--- config.mk ---
export PLATFORM = sky130hd
export DESIGN_NAME = phy_basic_mode_control
export DESIGN_NICKNAME = d
export VERILOG_FILES = /design/src/shared/phy_bmc_pkg.sv /design/src/design/loop_path.sv /design/src/design/phy_basic_mode_control.sv /design/src/design/sw_reset_seq.sv
export SDC_FILE = /design/constraint.sdc
export NUM_CORES = 1
export LEC_CHECK = 0
export BUFFER_PORTS_ARGS = -buffer_cell sky130_fd_sc_hd__buf_2
export CORE_MARGIN = 3
export CORE_UTILIZATION = 30
export DETAILED_ROUTE_END_ITERATION = 10
export HOLD_SLACK_MARGIN = 0.12
export PLACE_DENSITY_LB_ADDON = 0.12
export RECOVER_POWER = 100
export SLEW_MARGIN = 25
export SYNTH_ARGS = -nofsm -noshare
export SYNTH_HDL_FRONTEND = slang
export SYNTH_HIERARCHICAL = 1
export SYNTH_SLANG_ARGS = --single-unit
--- constraint.sdc ---
create_clock -name pclk -period 2 [get_ports pclk]
set_clock_uncertainty 0.15 [all_clocks]
set_input_delay 0.4 -clock pclk [delete_from_list [all_inputs] [get_ports pclk]]
set_output_delay 0.4 -clock pclk [all_outputs]
set_load 0.02 [all_outputs]
--- src/shared/phy_bmc_pkg.sv ---
// Shared constants for the basic mode control register block
`default_nettype none
package phy_bmc_pkg;
	localparam int unsigned ADDR_W = 8;
	localparam int unsigned DATA_W = 32;
	localparam int unsigned REG_W  = 16;

	localparam logic [7:0] BMC_OFFSET  = 8'h00;
	localparam logic [7:0] STAT_OFFSET = 8'h04;

	// Control field positions
	localparam int unsigned RESET_BIT  = 15;
	localparam int unsigned LOOP_BIT   = 14;
	localparam int unsigned SPEED_BIT  = 13;
	localparam int unsigned AN_EN_BIT  = 12;
	localparam int unsigned DUPLEX_BIT = 8;

	// Status field positions
	localparam int unsigned ST_LINK_BIT = 0;
	localparam int unsigned ST_JAB_BIT  = 1;
	localparam int unsigned ST_FCS_BIT  = 2;
	localparam int unsigned ST_DEAD_BIT = 3;
	localparam int unsigned ST_CAP_LSB  = 12;
	localparam logic [3:0]  PERM_CAP    = 4'h6;

	localparam logic LOOP_RST = 1'b0;

	// Timing
	localparam int unsigned CLK_FREQ_MHZ     = 125;
	localparam int unsigned SW_RESET_TIME_NS = 2000;
	localparam int unsigned SW_RESET_CYCLES  = (SW_RESET_TIME_NS * CLK_FREQ_MHZ + 999) / 1000;
	localparam int unsigned DEAD_TIME_US     = 500;
	localparam int unsigned DEAD_CYCLES      = DEAD_TIME_US * CLK_FREQ_MHZ;

	typedef enum logic [1:0] {RS_IDLE, RS_RUN, RS_RELOAD} rst_state_t;
endpackage : phy_bmc_pkg
`default_nettype wire

--- src/design/loop_path.sv ---
// MII receive path with loopback select and post-enable dead time
`default_nettype none
module loop_path #(
	parameter int unsigned DEAD_CYCLES = phy_bmc_pkg::DEAD_CYCLES
) (
	input  wire logic       pclk,
	input  wire logic       presetn,
	input  wire logic       loop_en,
	input  wire logic [3:0] mii_txd,
	input  wire logic       mii_tx_en,
	input  wire logic [3:0] line_rxd,
	input  wire logic       line_rx_dv,
	output var  logic [3:0] mii_rxd_q,
	output var  logic       mii_rx_dv_q,
	output var  logic       dead_q
);
	localparam int unsigned CW = $clog2(DEAD_CYCLES + 1);

	if (DEAD_CYCLES < 2) begin : g_chk
		$error("loop_path: DEAD_CYCLES must be at least 2");
	end

	logic          loop_prev_q;
	logic [CW-1:0] cnt_q;

	// Descrambler relock is modelled as always needed on enable
	always_ff @(posedge pclk or negedge presetn) begin
		if (!presetn) begin
			loop_prev_q <= 1'b0;
			cnt_q       <= '0;
			dead_q      <= 1'b0;
		end else begin
			loop_prev_q <= loop_en;
			if (loop_en && !loop_prev_q) begin
				cnt_q  <= CW'(DEAD_CYCLES);
				dead_q <= 1'b1;
			end else if (dead_q) begin
				cnt_q <= cnt_q - CW'(1);
				if (cnt_q == CW'(1)) begin
					dead_q <= 1'b0;
				end
			end
		end
	end

	always_ff @(posedge pclk or negedge presetn) begin
		if (!presetn) begin
			mii_rxd_q   <= 4'h0;
			mii_rx_dv_q <= 1'b0;
		end else begin
			mii_rxd_q   <= loop_en ? mii_txd : line_rxd;
			// Blank the enable cycle too, before the dead flag is up
			mii_rx_dv_q <= !dead_q && !(loop_en && !loop_prev_q)
				&& (loop_en ? mii_tx_en : line_rx_dv);
		end
	end

	AST_LOOP_ROUTE: assert property (
		@(posedge pclk) disable iff (!presetn)
		(loop_en && !dead_q) |=> (mii_rxd_q == $past(mii_txd)
			&& mii_rx_dv_q == ($past(mii_tx_en) && $past(loop_prev_q))))
		else $error("Loopback data not routed to receive path");

	AST_DEAD_BLANK: assert property (
		@(posedge pclk) disable iff (!presetn)
		(loop_en && !loop_prev_q) |=> (dead_q && !mii_rx_dv_q) ##1 !mii_rx_dv_q)
		else $error("Receive valid seen during dead time");

	AST_SC_ENDS: assert property (
		@(posedge pclk) disable iff (!presetn)
		(dead_q && cnt_q == CW'(1) && !(loop_en && !loop_prev_q)) |=> !dead_q)
		else $error("Dead time flag did not self clear");
endmodule : loop_path
`default_nettype wire

--- src/design/phy_basic_mode_control.sv ---
// Basic mode control register bank with APB slave and status bit conventions
// Overview of operation
// - Writing one to bit 15 starts a software reset that reads one until it self-clears.
// - Completing a software reset reloads the strap configuration as a hardware reset does.
// - Bit 14 set routes MII transmit data onto the MII receive path, clear means normal.
// - Enabling loopback may blank valid receive data for up to 500 us.
// - With auto-negotiation off, bit 13 selects 100 Mb/s when one and 10 Mb/s when zero.
// - Bit 12 loads from its strap at reset and is read-write afterwards.
// - With auto-negotiation on, bits 13 and 8 are ignored for the link mode.
// - With auto-negotiation off, speed comes from bit 13 and duplex from bit 8.
// - With auto-negotiation off, writes to bit 8 select the duplex mode.
// - A self-clearing status bit sets on its event and clears when the event ends.
// - A clear-on-read bit returns its value and is cleared by that same read.
// - A latched-low bit holds zero after its event until read, then follows its source.
// - A latched-high bit holds one after its event until read, then follows its source.
// - A permanent read-only bit always returns its fixed value and ignores writes.
`default_nettype none
module phy_basic_mode_control
	import phy_bmc_pkg::*;
#(
	parameter int unsigned RESET_CYCLES = phy_bmc_pkg::SW_RESET_CYCLES,
	parameter int unsigned DEAD_CYCLES  = phy_bmc_pkg::DEAD_CYCLES
) (
	input  wire logic                           pclk,
	input  wire logic                           presetn,
	input  wire logic                           psel,
	input  wire logic                           penable,
	input  wire logic                           pwrite,
	input  wire logic [phy_bmc_pkg::ADDR_W-1:0] paddr,
	input  wire logic [phy_bmc_pkg::DATA_W-1:0] pwdata,
	output var  logic [phy_bmc_pkg::DATA_W-1:0] prdata,
	output var  logic                           pready,
	output var  logic                           pslverr,
	input  wire logic                           strap_an_enable,
	input  wire logic                           strap_speed_100,
	input  wire logic                           strap_full_duplex,
	input  wire logic                           an_speed_100,
	input  wire logic                           an_full_duplex,
	input  wire logic                           link_up_src,
	input  wire logic                           jabber_src,
	input  wire logic                           false_carrier_evt,
	input  wire logic [3:0]                     mii_txd,
	input  wire logic                           mii_tx_en,
	input  wire logic [3:0]                     line_rxd,
	input  wire logic                           line_rx_dv,
	output var  logic [3:0]                     mii_rxd,
	output var  logic                           mii_rx_dv,
	output var  logic                           link_speed_100,
	output var  logic                           link_full_duplex,
	output var  logic                           an_enable,
	output var  logic                           soft_reset_active
);
	if (RESET_CYCLES < 2 || DEAD_CYCLES < 2) begin : g_chk
		$error("phy_basic_mode_control: cycle counts must be at least 2");
	end

	// Bus state
	logic              pready_q;
	logic              pslverr_q;
	logic [DATA_W-1:0] prdata_q;

	// Control bits
	logic loop_q;
	logic speed_q;
	logic an_en_q;
	logic duplex_q;
	logic load_pend_q;

	// Status bits
	logic link_ll_q;
	logic jab_lh_q;
	logic fcs_cor_q;

	// Link mode outputs
	logic speed_out_q;
	logic duplex_out_q;

	// Submodule results
	logic       busy;
	logic       reload;
	logic       dead;
	logic [3:0] rxd_w;
	logic       rx_dv_w;

	// Decode
	logic              acc_first;
	logic              acc_done;
	logic              hit_bmc;
	logic              hit_st;
	logic              wr_bmc;
	logic              clr_st;
	logic [REG_W-1:0]  bmc_rd;
	logic [REG_W-1:0]  st_rd;
	logic [DATA_W-1:0] rd_mux;

	assign hit_bmc   = (paddr == BMC_OFFSET);
	assign hit_st    = (paddr == STAT_OFFSET);
	// One wait state so read data and pready leave flip-flops
	assign acc_first = psel && penable && !pready_q;
	assign acc_done  = psel && penable && pready_q;
	// Writes during a software reset are dropped; the reload would undo them
	assign wr_bmc    = acc_done && pwrite && hit_bmc && !busy;
	// Only bits actually returned are cleared, so later events survive
	assign clr_st    = acc_done && !pwrite && hit_st;

	always_comb begin
		bmc_rd             = '0;
		bmc_rd[RESET_BIT]  = busy;
		bmc_rd[LOOP_BIT]   = loop_q;
		bmc_rd[SPEED_BIT]  = speed_q;
		bmc_rd[AN_EN_BIT]  = an_en_q;
		bmc_rd[DUPLEX_BIT] = duplex_q;
	end

	always_comb begin
		st_rd                          = '0;
		st_rd[ST_LINK_BIT]             = link_ll_q;
		st_rd[ST_JAB_BIT]              = jab_lh_q;
		st_rd[ST_FCS_BIT]              = fcs_cor_q;
		st_rd[ST_DEAD_BIT]             = dead;
		st_rd[ST_CAP_LSB+3:ST_CAP_LSB] = PERM_CAP;
	end

	always_comb begin
		rd_mux = '0;
		if (hit_bmc) begin
			rd_mux[REG_W-1:0] = bmc_rd;
		end else if (hit_st) begin
			rd_mux[REG_W-1:0] = st_rd;
		end
	end

	// APB slave
	always_ff @(posedge pclk or negedge presetn) begin
		if (!presetn) begin
			pready_q  <= 1'b0;
			pslverr_q <= 1'b0;
		end else begin
			pready_q  <= acc_first;
			pslverr_q <= acc_first && !(hit_bmc || hit_st);
		end
	end

	always_ff @(posedge pclk or negedge presetn) begin
		if (!presetn) begin
			prdata_q <= '0;
		end else if (acc_first) begin
			prdata_q <= pwrite ? '0 : rd_mux;
		end
	end

	assign prdata  = prdata_q;
	assign pready  = pready_q;
	assign pslverr = pslverr_q;

	// Control register
	always_ff @(posedge pclk or negedge presetn) begin
		if (!presetn) begin
			loop_q      <= LOOP_RST;
			speed_q     <= 1'b0;
			an_en_q     <= 1'b0;
			duplex_q    <= 1'b0;
			load_pend_q <= 1'b1;
		end else if (load_pend_q || reload) begin
			// Straps are sampled after release, never by the async reset
			an_en_q     <= strap_an_enable;
			speed_q     <= strap_speed_100;
			duplex_q    <= strap_full_duplex;
			loop_q      <= LOOP_RST;
			load_pend_q <= 1'b0;
		end else if (wr_bmc) begin
			loop_q   <= pwdata[LOOP_BIT];
			speed_q  <= pwdata[SPEED_BIT];
			an_en_q  <= pwdata[AN_EN_BIT];
			duplex_q <= pwdata[DUPLEX_BIT];
		end
	end

	// Link mode selection
	always_ff @(posedge pclk or negedge presetn) begin
		if (!presetn) begin
			speed_out_q  <= 1'b0;
			duplex_out_q <= 1'b0;
		end else if (an_en_q) begin
			speed_out_q  <= an_speed_100;
			duplex_out_q <= an_full_duplex;
		end else begin
			speed_out_q  <= speed_q;
			duplex_out_q <= duplex_q;
		end
	end

	assign link_speed_100   = speed_out_q;
	assign link_full_duplex = duplex_out_q;
	assign an_enable        = an_en_q;

	// Latched-low link bit
	always_ff @(posedge pclk or negedge presetn) begin
		if (!presetn) begin
			link_ll_q <= 1'b0;
		end else if (clr_st && !prdata_q[ST_LINK_BIT]) begin
			link_ll_q <= link_up_src;
		end else begin
			link_ll_q <= link_ll_q && link_up_src;
		end
	end

	// Latched-high jabber bit
	always_ff @(posedge pclk or negedge presetn) begin
		if (!presetn) begin
			jab_lh_q <= 1'b0;
		end else if (clr_st && prdata_q[ST_JAB_BIT]) begin
			jab_lh_q <= jabber_src;
		end else begin
			jab_lh_q <= jab_lh_q || jabber_src;
		end
	end

	// Clear-on-read false carrier bit; a new event wins over the clear
	always_ff @(posedge pclk or negedge presetn) begin
		if (!presetn) begin
			fcs_cor_q <= 1'b0;
		end else begin
			fcs_cor_q <= (fcs_cor_q && !(clr_st && prdata_q[ST_FCS_BIT]))
				|| false_carrier_evt;
		end
	end

	sw_reset_seq #(
		.CYCLES (RESET_CYCLES)
	) u_rst (
		.pclk     (pclk),
		.presetn  (presetn),
		.start    (wr_bmc && pwdata[RESET_BIT]),
		.busy_q   (busy),
		.reload_q (reload)
	);

	loop_path #(
		.DEAD_CYCLES (DEAD_CYCLES)
	) u_loop (
		.pclk        (pclk),
		.presetn     (presetn),
		.loop_en     (loop_q),
		.mii_txd     (mii_txd),
		.mii_tx_en   (mii_tx_en),
		.line_rxd    (line_rxd),
		.line_rx_dv  (line_rx_dv),
		.mii_rxd_q   (rxd_w),
		.mii_rx_dv_q (rx_dv_w),
		.dead_q      (dead)
	);

	assign mii_rxd           = rxd_w;
	assign mii_rx_dv         = rx_dv_w;
	assign soft_reset_active = busy;

	AST_SWRST_START: assert property (
		@(posedge pclk) disable iff (!presetn)
		(wr_bmc && pwdata[RESET_BIT]) |=> busy ##1 (!(acc_first && hit_bmc && !pwrite)
			or ##1 prdata_q[RESET_BIT]))
		else $error("Software reset did not start or read back one");

	AST_SWRST_READ: assert property (
		@(posedge pclk) disable iff (!presetn)
		(acc_first && hit_bmc && !pwrite && busy) |=> prdata_q[RESET_BIT])
		else $error("Reset bit read zero while reset runs");

	AST_STRAP_RELOAD: assert property (
		@(posedge pclk) disable iff (!presetn)
		reload |=> (an_en_q == $past(strap_an_enable) && speed_q == $past(strap_speed_100)
			&& duplex_q == $past(strap_full_duplex) && !loop_q))
		else $error("Straps not reloaded after software reset");

	AST_HW_STRAP: assert property (
		@(posedge pclk) disable iff (!presetn)
		load_pend_q |=> (an_en_q == $past(strap_an_enable) && !load_pend_q))
		else $error("Strap not loaded after hardware reset");

	AST_AN_IGNORES: assert property (
		@(posedge pclk) disable iff (!presetn)
		an_en_q |=> (speed_out_q == $past(an_speed_100)
			&& duplex_out_q == $past(an_full_duplex)))
		else $error("Forced bits used while auto-negotiation enabled");

	AST_FORCED_MODE: assert property (
		@(posedge pclk) disable iff (!presetn)
		!an_en_q |=> (speed_out_q == $past(speed_q) && duplex_out_q == $past(duplex_q)))
		else $error("Forced speed or duplex not applied");

	AST_COR_CLEARS: assert property (
		@(posedge pclk) disable iff (!presetn)
		(clr_st && prdata_q[ST_FCS_BIT] && !false_carrier_evt) |=> !fcs_cor_q)
		else $error("Clear-on-read bit survived its read");

	AST_LL_HOLDS: assert property (
		@(posedge pclk) disable iff (!presetn)
		(!link_ll_q && !clr_st) |=> !link_ll_q)
		else $error("Latched-low bit released without a read");

	AST_LH_HOLDS: assert property (
		@(posedge pclk) disable iff (!presetn)
		(jab_lh_q && !clr_st) |=> jab_lh_q)
		else $error("Latched-high bit released without a read");

	AST_PERM_BITS: assert property (
		@(posedge pclk) disable iff (!presetn)
		(pready_q && hit_st && !pwrite) |-> prdata_q[ST_CAP_LSB+3:ST_CAP_LSB] == PERM_CAP)
		else $error("Permanent bits read a wrong value");

	AST_ANSWER: assert property (
		@(posedge pclk) disable iff (!presetn)
		acc_first |=> (pready_q && pslverr_q == $past(!(hit_bmc || hit_st))))
		else $error("Access not answered in one wait state");
endmodule : phy_basic_mode_control
`default_nettype wire

--- src/design/sw_reset_seq.sv ---
// Software reset sequencer: busy window then one reload pulse
`default_nettype none
module sw_reset_seq
	import phy_bmc_pkg::*;
#(
	parameter int unsigned CYCLES = phy_bmc_pkg::SW_RESET_CYCLES
) (
	input  wire logic pclk,
	input  wire logic presetn,
	input  wire logic start,
	output var  logic busy_q,
	output var  logic reload_q
);
	localparam int unsigned CW = $clog2(CYCLES + 1);

	if (CYCLES < 2) begin : g_chk
		$error("sw_reset_seq: CYCLES must be at least 2");
	end

	rst_state_t        state_q;
	logic     [CW-1:0] cnt_q;

	always_ff @(posedge pclk or negedge presetn) begin
		if (!presetn) begin
			state_q  <= RS_IDLE;
			cnt_q    <= '0;
			busy_q   <= 1'b0;
			reload_q <= 1'b0;
		end else begin
			case (state_q)
				RS_IDLE: begin
					reload_q <= 1'b0;
					if (start) begin
						state_q <= RS_RUN;
						cnt_q   <= '0;
						busy_q  <= 1'b1;
					end
				end
				RS_RUN: begin
					cnt_q <= cnt_q + CW'(1);
					if (cnt_q == CW'(CYCLES - 1)) begin
						state_q  <= RS_RELOAD;
						reload_q <= 1'b1;
					end
				end
				RS_RELOAD: begin
					state_q  <= RS_IDLE;
					busy_q   <= 1'b0;
					reload_q <= 1'b0;
				end
				default: begin
					state_q <= RS_IDLE;
					busy_q  <= 1'b0;
				end
			endcase
		end
	end

	AST_RESET_LENGTH: assert property (
		@(posedge pclk) disable iff (!presetn)
		(state_q == RS_RUN && cnt_q == CW'(CYCLES - 1)) |=> reload_q ##1 !busy_q)
		else $error("Reset busy window has wrong length");
endmodule : sw_reset_seq
`default_nettype wire

---- Word-level counts from Yosys, hierarchy flattened ----
Index checks and enable logic that the tools add are counted.
storage, ports and cells
  flip-flop bits (word level) ............. 79
  input port bits ......................... 63
  output and inout bits ................... 43
  word-level logic and storage cells ...... 105
cells by class
  add/sub/neg operators ................... 2
  eq/ne operators ......................... 7
  muxes and demuxes ....................... 31
  bitwise gates (word level) .............. 1
  reduce and logical (&&, ||, !) cells .... 42
operators with widths
  operator                                                                  number
  16-bit two-way mux                                                        4
  1-bit logical AND                                                         18
  1-bit two-way mux                                                         18
  16-bit by 1-bit equality test with 1-bit output (second input constant)   1
  8-bit one-hot mux with 2 select lines                                     1
  16-bit by 1-bit subtractor with 16-bit output (second input constant)     1
  15-bit two-way mux                                                        1
  1-bit zero test                                                           9
  8-bit by 1-bit adder with 8-bit output (second input constant)            1
  8-bit by 3-bit equality test with 1-bit output (second input constant)    1
  8-bit equality test (second input constant)                               1
  8-bit zero test                                                           1
  8-bit two-way mux                                                         1
  2-bit AND reduction                                                       4
  2-bit nonzero test                                                        4
  1-bit logical OR                                                          4
  2-bit two-way mux                                                         2
  4-bit two-way mux                                                         1
  2-bit by 1-bit inequality test with 1-bit output (second input constant)  2
  1-bit one-hot mux with 2 select lines                                     2
  2-bit one-hot mux with 2 select lines                                     1
  2-bit by 1-bit equality test with 1-bit output (second input constant)    1
  2-bit equality test (second input constant)                               1
  2-bit zero test                                                           1
  2 further kinds                                                           2

---- Longest topological paths before layout ----
  depth in word-level cells ............... 8
  mapped depth ............................ 6
  depth with buffers taken out ............ 6

---- By module ----
The synthesis kept the hierarchy.
by module, submodules not included
  module                  instances  cells each  area each (µm²)  seq. area each (µm²)
  loop_path               1          98          1127.3           575.6
  phy_basic_mode_control  1          97          1047.3           526.8
  sw_reset_seq            1          51          605.6            300.3

---- Worst setup path after synthesis ----
OpenSTA, ideal clock, no wires.
  path kind ............................... in2reg
  start ................................... input paddr[6] (netlist bit)
  end ..................................... register an_en_q (netlist: an_enable)
  arrival time ............................ 1.767 ns
  path slack .............................. -0.054 ns
  stages .................................. 5
  cells stage by stage .................... or4_4 or4b_1 buf_2 mux2i_1 a21oi_1
on the way
  longest elaborated chain between the ends .. 4
RTL lines
  what                            line                           RTL
  start: declaration              phy_basic_mode_control.sv:29   input wire logic [phy_bmc_pkg::ADDR_W-1:0] paddr,
  8-bit zero test                 phy_basic_mode_control.sv:96   assign hit_bmc = (paddr == BMC_OFFSET);
  1-bit logical AND (2 in a row)  phy_basic_mode_control.sv:102  assign wr_bmc = acc_done && pwrite && hit_bmc && !busy;
  2-bit nonzero test (no line)    --
  end signal: assignment          phy_basic_mode_control.sv:166  an_en_q <= strap_an_enable;
  end signal: assignment          phy_basic_mode_control.sv:174  an_en_q <= pwdata[AN_EN_BIT];
  end: declaration                phy_basic_mode_control.sv:65   logic an_en_q;
No other way between the ends.
A chain may end at the register's enable or synchronous reset.

---- Worst setup path in the final report ----
  start ................................... register u_loop.cnt_q[1]
  end ..................................... register u_loop.dead_q
on the way
  longest elaborated chain between the ends .. 4
RTL lines
  what                                             line             RTL
  start: declaration                               loop_path.sv:24  logic [CW-1:0] cnt_q;
  start signal: assignment                         loop_path.sv:35  cnt_q <= CW'(DEAD_CYCLES);
  start signal: assignment                         loop_path.sv:38  cnt_q <= cnt_q - CW'(1);
  16-bit by 1-bit equality test with 1-bit output  loop_path.sv:39  if (cnt_q == CW'(1)) begin
  1-bit two-way mux                                loop_path.sv:39
  1-bit two-way mux                                loop_path.sv:37  end else if (dead_q) begin
  1-bit two-way mux                                loop_path.sv:34  if (loop_en && !loop_prev_q) begin
  end signal: assignment                           loop_path.sv:31  dead_q <= 1'b0;
  end signal: assignment                           loop_path.sv:36  dead_q <= 1'b1;
  end signal: assignment                           loop_path.sv:40  dead_q <= 1'b0;
  end: declaration                                 loop_path.sv:15  output var logic dead_q
No other way between the ends.

==> impl_results.md <==
- Status: completed
- Setup crit start kind: register
- Sequential-to-total area share from yosys stat: 50.5%
- Max Root-Sink Buffers: 2
- DIE AREA: 10500 um2
- TritonCTS clock tree: yes
- Yosys cell types: 49
- Die W: 102 um
- Pwr per Cell Area: 619 nW/um2
- Min Hold Slack: 129 ps
- # rows: 34
- CTS clock-pin slew for the worst setup and hold paths: 100 ps
- Synth warnings: 6
- Util after Layout: 36.0%
- Buffers on Ports: 55
- Post-synth top area share: 49.5%
- Seq cells post-synth: 56
- Crit share post-route: 94.2%
- WP data required: 2040 ps
- Most instantiated library cell after synthesis: dfrtp_1
- Syn Area/Cell: 11.3 um2
- Via count: 1935
- Peak supply drop: 0.333 mV
- DR pass1 iterations: 4
- Slew HR: 51.4%
- Remaining Overflow, GRT: 0
- Worst Path Max Fanout: 3
- Cells after DPL: 417
- Floorplan core area: 8850 um2
- RSZ-0062 raised after global routing: no
- Hpwl dp: 4.30 mm
- Max Cap Violations: 0
- Initial antenna violation count: 0
- Final setup fails: 0
- Final cell count without fillers: 426
- Synth-to-Final Area Change: 14.6%
- Vias in the first global route: 1977
- Setup_tns: 0 ps
- Post-synthesis cell count: 246
- Top Ports: 106
- Synth Flop Type: dfrtp_1
- Largest area contributor in the netlist: dfrtp_1
- Worst Hold Class: input port to register
- All-layer global routing usage: 11.8%
- Routed WL: 5.71 mm
- Detailed Route Iter0 Violations: 34
- Placer Congestion: 0.742
- Post-synthesis async set-or-reset flop share: 100%
- Largest net degree at the start of global routing: 45
- Mapped Area: 2780 um2
- Fin. max-slew vios: 0
- Reg2reg path depth: 5
- Critical Path Sink Type: register
- Most common library cells after synthesis: 55 x dfrtp_1, 25 x buf_4, 19 x nor2_1, 17 x nand2_1
- Layout cells sized above 1: 21.4%
- P_leak: 0.00153 uW
- Average wire per standard cell: 13.4 um
- Clock Latency Late Sink: 300 ps
- Peak Freq: 0.531 GHz
- Tightest Pin Transition: 729 ps
- Crit path kind: register to register
- Final ANT Viol Nets: 0
- Initial Utilization: 31.4%
- Root buf cell: clkbuf_8
- Total setup buffers inserted after CTS: 0
- CTS buffer count: 5
- Final Net Count: 384
- ANT cells: 0
- Layout fillers: 926
- Crit path DAT: 1920 ps
- Fin crit period: 1880 ps
- Hold Path Cell Cnt: 2
- First-pass GRT wire length: 9.87 mm
- CTS sink count: 56
- EDFF count, synth: 0
- Via density: 4.54
- DRC: 0
- Die H: 102 um
- H-tree depth: 2
- Hold Violations, Final: 0
- Synth area leaders: dfrtp_1 50%, buf_4 6.8%, mux2_2 3.6%
## through the flow
stage	setup slack (ps)	instance area (um2)	power (uW)
after floorplan	-53.7	2870	1300
after global placement	-282	3190	1360
after detailed placement	-299	3190	1360
after CTS	36.2	3290	2020
after global routing	2.57	3190	2070
final	117	3190	1970
## kinds of logic (layout without fill, tap and decap cells)
kind of cell | count (synthesis) | in the layout | share of synthesized area [%]
flops | 56 | 56 | 50.5
fa+ha+maj | 4 | 4 | 1.80
other cells | 1 | 24 | 0.135
xor+xnor | 10 | 10 | 3.15
simple gates | 84 | 84 | 19.7
buf+inv | 36 | 85 | 8.55
compound gates | 42 | 42 | 11.2
mux | 13 | 13 | 5.09
## state kept, by name, indices dropped and copies added (netlist names), 2 cells and up
name	cells
u_loop/cnt_q	16
prdata	9
u_rst/cnt_q	8
u_loop/mii_rxd_q	4
u_rst/state_q	2
## layout make-up
class / instances / area [um2] / share of cell area [%]
inverter: 5 / 18.8 / 0.589
sequential: 56 / 1400 / 44.1
clock buffer: 7 / 86.3 / 2.71
tap: 108 / 135 / 4.24
timing repair buffer: 72 / 357 / 11.2
clock inverter: 1 / 7.51 / 0.236
multi-input combinational: 177 / 1180 / 37.0
## metal layers
metal / vias to the layer above / global-route usage [%] / part of all wire, %
li1: 973 / - / -
met4: 0 / 2.12 / 0.65
met2: 42 / 19.5 / 49
met3: 4 / 2.59 / 4.1
met1: 916 / 16.0 / 47
met5: - / 0 / 0
## worst max-delay path, stage by stage (launching register included)
cell and delay (ps):
dfrtp_1 380, inv_1 90, ha_1 150, or4b_2 580, o41ai_1 340, nand2_1 90
## power by group
group	leakage, uW	switching (uW)	internal [uW]
Combinational	0.000784	114	51.9
Clock	0.0000445	364	283
Sequential	0.000704	10.1	1150
## repair_timing
item | CTS | global route
endpoints found under the setup margin | 0 | 2
hold endpoints to repair | 12 | 0
hold buffers | 1 | 0
gates resized for setup | 0 | 2
## worst paths after layout
| check | from | end | slack [ps] |
|---|---|---|---|
| hold reg to reg | u_rst/reload_q | loop_q | 320 |
| max in group asynchronous | presetn | load_pend_q | 310 |
| hold / removal | false_carrier_evt | fcs_cor_q | 130 |
| setup reg to reg | u_loop/cnt_q[1] | u_loop/dead_q | 120 |
| min in group asynchronous | presetn | u_loop/cnt_q[13] | 500 |
| setup / recovery | u_loop/cnt_q[1] | u_loop/dead_q | 120 |
## cells in the final DEF (no fill, tap or decap), types with 7 or more instances in the layout
cell type and n:
buf_2 31, a21oi_1 9, nand2_1 17, dfrtp_1 54, clkbuf_1 31, nor2_1 19
conb_1 24, a22o_1 9, buf_4 8, mux2_2 9, o21ai_0 7
Note: power is estimated with default switching activity, not from simulation.
